===== src/rtl/dmp_params.svh =====
// register offsets, field positions, reset values and timing for the pin mux
`ifndef DMP_PARAMS_SVH
`define DMP_PARAMS_SVH

`define DMP_PIN1_IDX        7'h79
`define DMP_PIN4_IDX        7'h7C
`define DMP_CFG_IDX         7'h7D
`define DMP_STAT_IDX        7'h7E
`define DMP_PU_BIT          5
`define DMP_PD_BIT          4
`define DMP_MODE_BIT        7
`define DMP_PIN1_RESET      16'h0014
`define DMP_PIN4_RESET      16'h0000
`define DMP_CFG_RESET       16'h0001
`define DMP_DEB_TIME_US     100
`define DMP_CLK_MHZ         10
`define DMP_DEB_CYCLES      (`DMP_DEB_TIME_US * `DMP_CLK_MHZ)

`endif


===== src/rtl/dmp_pkg.sv =====
// types for the dual multi-function pin mux
package dmp_pkg;

  typedef enum logic [3:0] {
    DMP_FN_INPUT   = 4'h0,
    DMP_FN_OPCLK   = 4'h1,
    DMP_FN_LOW     = 4'h2,
    DMP_FN_HIGH    = 4'h3,
    DMP_FN_IRQ     = 4'h4,
    DMP_FN_LOCK    = 4'h5,
    DMP_FN_MICDET  = 4'h6,
    DMP_FN_MICSHRT = 4'h7,
    DMP_FN_DMICCLK = 4'h8,
    DMP_FN_FLLCLK  = 4'h9
  } dmp_func_e;

  typedef enum logic [1:0] {
    DMP_BUS_IDLE = 2'b00,
    DMP_BUS_ACK  = 2'b01
  } dmp_bus_e;

  typedef struct packed {
    logic        oe;
    logic        out;
  } dmp_drive_s;

  typedef struct packed {
    logic [15:0] pin1_control;
    logic [15:0] pin4_control;
    logic [15:0] cfg;
    dmp_bus_e    bus;
    logic [31:0] readdata;
    dmp_drive_s  p1;
    dmp_drive_s  p4;
    logic        p1_pu;
    logic        p1_pd;
    logic        aif_bclk;
    logic        aif_slave;
    logic        irq;
    logic [11:0] div_cnt;
    logic        opclk;
    logic        p1_in;
    logic        p4_in;
    logic [15:0] p1_deb_cnt;
    logic [15:0] p4_deb_cnt;
  } dmp_state_s;

endpackage


===== src/rtl/dmp_pin_mux.sv =====
// dual multi-function pin mux with avalon-mm register slave
//
// Decided for this implementation: the Avalon-MM register port.
`timescale 1ns/1ns
`default_nettype none
`include "dmp_params.svh"

module dmp_pin_mux
  import dmp_pkg::*;
#(
  parameter int IRQ_W      = 8,
  parameter int DEB_CYCLES = `DMP_DEB_CYCLES
) (
  input  wire logic              clk_sys,
  input  wire logic              reset,
  input  wire logic [8:0]        avs_address,
  input  wire logic              avs_read,
  input  wire logic              avs_write,
  input  wire logic [31:0]       avs_writedata,
  input  wire logic [3:0]        avs_byteenable,
  output logic [31:0]            avs_readdata,
  output logic                   avs_waitrequest,
  input  wire logic [IRQ_W-1:0]  irq_sources,
  input  wire logic [IRQ_W-1:0]  irq_mask_n,
  input  wire logic              fll_lock,
  input  wire logic              fll_clk,
  input  wire logic              mic_bias_a_det,
  input  wire logic              mic_bias_a_short,
  input  wire logic              digital_mic_clk,
  input  wire logic              bclk_dir_master,
  input  wire logic              bclk_from_aif,
  input  wire logic              mclk_pin_in,
  input  wire logic              irq_multi_pin_in,
  output logic                   irq_multi_pin_out,
  output logic                   irq_multi_pin_oe,
  output logic                   pin1_pullup_en,
  output logic                   pin1_pulldown_en,
  input  wire logic              bitclk_multi_pin_in,
  output logic                   bitclk_multi_pin_out,
  output logic                   bitclk_multi_pin_oe,
  output logic                   audio_interface_bclk,
  output logic                   audio_interface_slave,
  output logic                   pin1_gp_input,
  output logic                   pin4_gp_input
);

  // ----------------------------------------------------------------
  // helpers
  // ----------------------------------------------------------------
  dmp_state_s s;
  dmp_state_s n;

  function automatic logic [15:0] merge16(input logic [15:0] cur, input logic [31:0] wd,
                                          input logic [3:0] be);
    logic [15:0] r;
    r = cur;
    if (be[0]) begin
      r[7:0] = wd[7:0];
    end
    if (be[1]) begin
      r[15:8] = wd[15:8];
    end
    return r;
  endfunction

  // reserved codes and input leave the driver off
  function automatic dmp_drive_s pin_drive(input logic [3:0] sel, input logic opclk,
                                           input logic irq, input logic lock,
                                           input logic det, input logic shrt,
                                           input logic digital_mic, input logic fclk);
    dmp_drive_s d;
    d.oe  = 1'b1;
    d.out = 1'b0;
    unique case (sel)
      DMP_FN_OPCLK:   d.out = opclk;
      DMP_FN_LOW:     d.out = 1'b0;
      DMP_FN_HIGH:    d.out = 1'b1;
      DMP_FN_IRQ:     d.out = irq;
      DMP_FN_LOCK:    d.out = lock;
      DMP_FN_MICDET:  d.out = det;
      DMP_FN_MICSHRT: d.out = shrt;
      DMP_FN_DMICCLK: d.out = digital_mic;
      DMP_FN_FLLCLK:  d.out = fclk;
      default:        d.oe  = 1'b0;
    endcase
    return d;
  endfunction

  // debounce: accept a new level after it holds for the configured count
  function automatic logic [16:0] debounce(input logic en, input logic raw,
                                           input logic cur, input logic [15:0] cnt);
    logic [16:0] r;
    r = {cur, cnt};
    if (!en || raw == cur) begin
      r = {raw, 16'h0000};
    end else if (cnt >= 16'(DEB_CYCLES - 1)) begin
      r = {raw, 16'h0000};
    end else begin
      r = {cur, cnt + 16'h0001};
    end
    return r;
  endfunction

  // ----------------------------------------------------------------
  // next state
  // ----------------------------------------------------------------
  logic        p4_gp_mode;
  logic [15:0] rd16;
  logic [16:0] d1;
  logic [16:0] d4;

  always_comb begin
    n = s;
    p4_gp_mode = s.pin4_control[`DMP_MODE_BIT] && !bclk_dir_master;
    rd16 = 16'h0000;
    unique case (avs_address[8:2])
      `DMP_PIN1_IDX: rd16 = s.pin1_control;
      `DMP_PIN4_IDX: rd16 = s.pin4_control;
      `DMP_CFG_IDX:  rd16 = s.cfg;
      `DMP_STAT_IDX: rd16 = {12'h000, s.irq, p4_gp_mode, s.p4_in, s.p1_in};
      default:       rd16 = 16'h0000;
    endcase
    n.bus = DMP_BUS_IDLE;
    if ((avs_read || avs_write) && s.bus == DMP_BUS_IDLE) begin
      n.bus = DMP_BUS_ACK;
      n.readdata = {16'h0000, rd16};
      if (avs_write) begin
        unique case (avs_address[8:2])
          `DMP_PIN1_IDX: n.pin1_control = merge16(s.pin1_control, avs_writedata,
                                                  avs_byteenable) & 16'h003F;
          `DMP_PIN4_IDX: n.pin4_control = merge16(s.pin4_control, avs_writedata,
                                                  avs_byteenable) & 16'h008F;
          `DMP_CFG_IDX:  n.cfg = merge16(s.cfg, avs_writedata, avs_byteenable) & 16'h0FFF;
          default:       n.readdata = 32'h0000_0000;
        endcase
      end
    end
    n.irq = |(irq_sources & irq_mask_n);
    if (s.div_cnt >= s.cfg[11:1]) begin
      n.div_cnt = 12'h000;
      n.opclk = !s.opclk;
    end else begin
      n.div_cnt = s.div_cnt + 12'h001;
    end
    d1 = debounce(s.cfg[0], irq_multi_pin_in, s.p1_in, s.p1_deb_cnt);
    d4 = debounce(s.cfg[0], bitclk_multi_pin_in, s.p4_in, s.p4_deb_cnt);
    {n.p1_in, n.p1_deb_cnt} = d1;
    {n.p4_in, n.p4_deb_cnt} = d4;
    n.p1 = pin_drive(s.pin1_control[3:0], s.opclk, s.irq, fll_lock, mic_bias_a_det,
                     mic_bias_a_short, digital_mic_clk, fll_clk);
    n.p1_pu = s.pin1_control[`DMP_PU_BIT];
    n.p1_pd = s.pin1_control[`DMP_PD_BIT];
    if (p4_gp_mode) begin
      n.p4 = pin_drive(s.pin4_control[3:0], s.opclk, s.irq, fll_lock, mic_bias_a_det,
                       mic_bias_a_short, digital_mic_clk, fll_clk);
      n.aif_bclk  = mclk_pin_in;
      n.aif_slave = 1'b1;
    end else begin
      n.p4.oe     = bclk_dir_master;
      n.p4.out    = bclk_from_aif;
      n.aif_bclk  = bclk_dir_master ? bclk_from_aif : bitclk_multi_pin_in;
      n.aif_slave = !bclk_dir_master;
    end
    if (reset) begin
      n = '0;
      n.pin1_control = `DMP_PIN1_RESET;
      n.pin4_control = `DMP_PIN4_RESET;
      n.cfg = `DMP_CFG_RESET;
      n.p1.oe = 1'b1;
      n.p1_pd = 1'b1;
      n.aif_slave = 1'b1;
    end
  end

  always_ff @(posedge clk_sys) begin
    s <= n;
  end

  // ----------------------------------------------------------------
  // outputs
  // ----------------------------------------------------------------
  assign avs_readdata          = s.readdata;
  assign avs_waitrequest       = !(s.bus == DMP_BUS_ACK);
  assign irq_multi_pin_out     = s.p1.out;
  assign irq_multi_pin_oe      = s.p1.oe;
  assign pin1_pullup_en        = s.p1_pu;
  assign pin1_pulldown_en      = s.p1_pd;
  assign bitclk_multi_pin_out  = s.p4.out;
  assign bitclk_multi_pin_oe   = s.p4.oe;
  assign audio_interface_bclk  = s.aif_bclk;
  assign audio_interface_slave = s.aif_slave;
  assign pin1_gp_input         = s.p1_in;
  assign pin4_gp_input         = s.p4_in;
endmodule
`default_nettype wire


===== config.mk =====
export PLATFORM = sky130hd
export DESIGN_NAME = dmp_pin_mux
export DESIGN_NICKNAME = d
export VERILOG_FILES = /design/src/rtl/dmp_pkg.sv /design/src/rtl/dmp_pin_mux.sv
export VERILOG_INCLUDE_DIRS = /design/src /design/src/rtl
export SDC_FILE = /design/constraint.sdc
export NUM_CORES = 1
export LEC_CHECK = 0
export BUFFER_PORTS_ARGS = -buffer_cell sky130_fd_sc_hd__buf_2
export CAP_MARGIN = 20
export CELL_PAD_IN_SITES_DETAIL_PLACEMENT = 1
export CELL_PAD_IN_SITES_GLOBAL_PLACEMENT = 1
export CORE_MARGIN = 4
export CORE_UTILIZATION = 30
export DETAILED_ROUTE_END_ITERATION = 8
export PLACE_DENSITY = 0.67
export SETUP_SLACK_MARGIN = 0.1
export SYNTH_ARGS = -nofsm -noshare
export SYNTH_HDL_FRONTEND = slang
export SYNTH_SLANG_ARGS = --single-unit

===== constraint.sdc =====
create_clock -name clk_sys -period 2.25 [get_ports clk_sys]
set_input_delay 0.1125 -clock clk_sys [delete_from_list [all_inputs] [get_ports clk_sys]]
set_output_delay 0.1125 -clock clk_sys [all_outputs]
set_load 0.01 [all_outputs]

# After elaboration in Yosys (flattened, before gate mapping)
# Index checks and enable logic that the tools add are counted.
# totals
in_bits	75
output_inout_bits	43
reg_bits	113
# op_classes
n_addsub	3
order_cmp	3
n_reduce_logical	24
n_eq_ne	25
mux	15
n_bitwise	1
# op_table
cell	count
17-bit two-way mux	4
12-bit case mux with 4 select lines	1
33-bit two-way mux	1
16-bit by 1-bit adder with 16-bit output (second input constant)	2
4-bit by 3-bit == test with 1-bit output (second input constant)	8
16-bit by 10-bit greater-or-equal comparator with 1-bit output (second input constant)	2
16-bit two-way mux	2
7-bit == test (second input constant)	4
9-bit OR reduction	2
4-bit by 2-bit == test with 1-bit output (second input constant)	4
4-bit == test (second input constant)	4
1-bit case mux with 8 select lines	2
4-bit AND reduction	4
12-bit by 1-bit adder with 12-bit output (second input constant)	1
12-bit by 11-bit greater-or-equal comparator with 1-bit output	1
3-bit OR reduction	3
8-bit bitwise AND	1
4-bit by 1-bit == test with 1-bit output (second input constant)	2
8-bit OR reduction	1
1-bit zero test	4
2-bit two-way mux	2
2-bit nonzero test	2
2-bit OR reduction	2
1-bit logical OR	3
other kinds (5)	9

# Logic depth before layout (Yosys ltp)
# logic_depth
word_depth	6
ltp_mapped	8
mapped_depth_nobuf	7

# Worst setup path after synthesis
# Ideal clock, no wire load.
# synth_path
path_type	register to register
startpoint	register s[100] in the netlist's numbering
endpoint	register s[34] in the netlist's numbering
slack_ps	531
arrival_ps	1598
required_ps	2129
setup_ps	121
synth_period_minus_slack_ps	1719
stages_incl_launch_ff	7
path_cell_list	dfxtp_1 -> inv_1 -> ha_1 -> a21o_1 -> a221oi_1 -> o21a_1 -> mux2_2
# synth_via
elab_chain_len	1
# synth_lines
element	line	text
start, declared	dmp_pin_mux.sv:50	dmp_state_s s;
start signal, assigned	dmp_pin_mux.sv:176	s <= n;
12-bit by 11-bit greater-or-equal comparator with 1-bit output	dmp_pin_mux.sv:139	if (s.div_cnt >= s.cfg[11:1]) begin
# No other way between the ends.
# A chain may end at the register's enable or synchronous reset.

# Worst setup path in the final report
# layout_path
startpoint	register s[96] in the netlist's numbering
endpoint	register s[34] in the netlist's numbering
# The elaborated chain is that of the path after synthesis.

==> summary.txt <==
Antenna Nets Post-Route -> 0
Placer congestion estimate -> 0.786
Input/output buffers -> 73
WL met1 -> 4.37 mm
Sequential element share of the synthesized area -> 0.440
Vias per std cell -> 4.62
Static Leak -> 2.13 nW
Max cap viols -> 0
Ranking of synthesized cells by area -> dfxtp_1, mux2i_1, nor2_1, buf_4, ha_1
Synth area leader -> dfxtp_1
Initial drt markers -> 107
Mapped Cells -> 451
Final wirelength -> 9.83 mm
Initial antenna violation count -> 0
Total power -> 0.00328 W
Startpoint type of the worst setup path -> flip-flop
Initial core utilization -> 0.311
Total CTS buffers -> 9
Top-count cell post-synth -> dfxtp_1
Finish-stage setup viols -> 0
GRT Total Usage -> 0.126
Synth cell types -> 47
Vias in the first global route -> 3405
Yosys synthesis warning count -> 0
Core area -> 13500 um^2
Most frequent cells after synthesis -> dfxtp_1, nor2_1, mux2i_1, buf_4, nand2_1
DP Wirelength -> 7.50 mm
Worst slew pin tran -> 0.583 ns
Place WS -> 0.0873 ns
CP Launch Point -> s[96]$_SDFFE_PP0P_
R2r startpoint -> s[96]$_SDFFE_PP0P_
RSZ-0062 raised after global routing -> no
CTS Sinks -> 92
Clk_skew -> 0.00589 ns
Layout area overhead -> 16.5%
Clock-pin slew on the worst setup and hold paths -> 0.07 ns
Worst hold path class -> in2reg
Syn Std Cell Area -> 4190 um^2
EDFF count, synth -> 0
Die H -> 126 um
Via count -> 3249
Placement Cell Area -> 4570 um^2
Hold path start -> avs_writedata[11]
Ant diodes -> 0
Horiz. Die Dim -> 126 um
Worst Path Required -> 2.48 ns
Worst setup EP type -> flip-flop
Synthesized flop and latch total -> 92
Drc violations -> 0
Post-layout util -> 0.362
Fmax achieved -> 510 MHz
Design area -> 4870 um^2
Sum Neg Setup Slack -> 0 ns
Hold Path Cell Cnt -> 3
Capturing point of the worst reg2reg path -> s[34]$_SDFFE_PP0P_
Nets@finish -> 611
Crit share post-route -> 0.872
Slew HR -> 0.608
Critical path class -> reg2reg
Worst-skew pair later-pin latency -> 0.34 ns
Slew Viols, Final -> 0
Ys async rst share -> 0
Final Hold Vio Count -> 0
First-pass GRT wire length -> 16.5 mm
Status -> finished, final reports clean
Met2 wire len -> 4.91 mm
Clock root cell -> clkbuf_16
Flop2flop setup slack -> 0.29 ns
Total gr overflow -> 0
Max Used Layer -> met4
IO Pins -> 118
Die area -> 15900 um^2
Top cell type's share of synthesized area -> 0.440
Post-DR wirelength/cell -> 14.0 um
Post-synthesis area per instance -> 9.28 um^2
Reg2Reg Depth -> 6
Worst VDD drop -> 0.000325 V
CP arrival -> 2.19 ns
Share of cells above drive strength 1 -> 0.194
Worst hold endpoint -> s[101]$_SDFFE_PP0P_
Largest net degree at the start of global routing -> 39
CTS Buffer Depth -> 2
H-tree depth -> 3
FILL cells -> 1638
Post-synth top flop -> dfxtp_1
CTS tree -> yes
DR WL met3 -> 373 um
Crit path max fanout -> 3
Worst Slack Setup Final -> 0.288 ns
Minimum clock period -> 1.96 ns
Pre-Repair DR Iteration Count -> 4
Post_cts resized -> 0
Row cnt -> 42
Pwr dens -> 673 nW/um^2
==> layer usage <==
metal | GRT usage | vias up
li1 | - | 1620
met1 | 0.157 | 1543
met2 | 0.218 | 76
met3 | 0.0258 | 10
met4 | 0.0416 | 0
met5 | 0 | -
==> cells by family (layout without fill, tap and decap cells) <==
kind of cell	count (synthesis)	after routing	synth area share
muxes	41	41	0.0990
AOI/OAI and AO/OA	54	54	0.0885
other	1	32	0.000896
adders and majority gates	14	14	0.0419
DFF	92	92	0.440
and+or+nand+nor	154	154	0.174
xor gates and xnor gates	28	28	0.0586
buffers and inverters	67	112	0.0975
==> flip-flops by register name (all words and copies together), names as in the netlist <==
register               flops
bitclk_multi_pin_out       1
audio_interface_slave      1
bitclk_multi_pin_oe        1
pin1_pulldown_en           1
s                         70
audio_interface_bclk       1
pin4_gp_input              1
pin1_pullup_en             1
irq_multi_pin_out          1
irq_multi_pin_oe           1
avs_readdata              12
pin1_gp_input              1
==> worst max path at each step <==
stage	depth (start not counted)	endpoint	slack, ns
3_3_place_gp	7	s[37]$_SDFF_PP0_	0.21
6_report	6	s[34]$_SDFFE_PP0P_	0.29
3_5_place_dp	7	s[44]$_SDFF_PP0_	0.09
4_1_cts	6	s[34]$_SDFFE_PP0P_	0.30
5_1_grt	7	s[34]$_SDFFE_PP0P_	0.18
2_1_floorplan	6	s[34]$_SDFFE_PP0P_	0.53
==> cell type report <==
type	instances	area [um^2]	share of cell area
Multi-Input combinational cell	323	2050	0.421
Sequential cell	92	1840	0.378
Timing Repair Buffer	79	413	0.0847
Clock buffer	9	225	0.0462
Tap cell	176	220	0.0452
Inverter	17	63.8	0.0131
Clock inverter	7	58.8	0.0121
==> per-stage QoR <==
| step | hold slack [ns] | std cells |
|---|---|---|
| global placement | 0.326 | 684 |
| floorplan | 0.174 | 482 |
| CTS | 0.00536 | 703 |
| finish | 0.0117 | 703 |
| global route | 0.0218 | 703 |
| detailed placement | 0.334 | 684 |
==> what timing repair did <==
item,CTS,global route
endpoints found under the setup margin,10,0
hold buffers,1,0
hold endpoints to repair,1,0
setup buffers,2,0
==> where the power goes <==
group	internal (W)	total, W	switching (W)
Combinational	0.0000725	0.000177	0.000105
Sequential	0.00165	0.00166	0.0000118
Clock	0.000766	0.00144	0.000675
Total	0.00249	0.00328	0.000792
==> worst max-delay path, cell delays in order, from the launching register on <==
cell and delay (ns):
dfxtp_1 0.35, inv_1 0.08, ha_1 0.30, a21o_1 0.18, a221oi_1 0.38, o21a_1 0.22
mux2_2 0.34
==> placed cells by master, fill, tap and decap left out, types with 3 or more instances in the layout <==
master / count
dfxtp_1: 92
xor2_1: 13
buf_2: 73
a22oi_1: 14
nor2b_1: 3
o2111ai_1: 3
mux2_2: 3
clkbuf_16: 9
ha_1: 14
mux2i_1: 38
conb_1: 32
o22ai_1: 6
a21oi_1: 10
or3_1: 5
nor2_1: 82
xnor2_1: 15
o21ai_0: 7
and3_1: 12
inv_1: 17
nand3_1: 12
nand2_1: 19
nor3_1: 7
buf_4: 5
(Power assumes the default switching activity.)
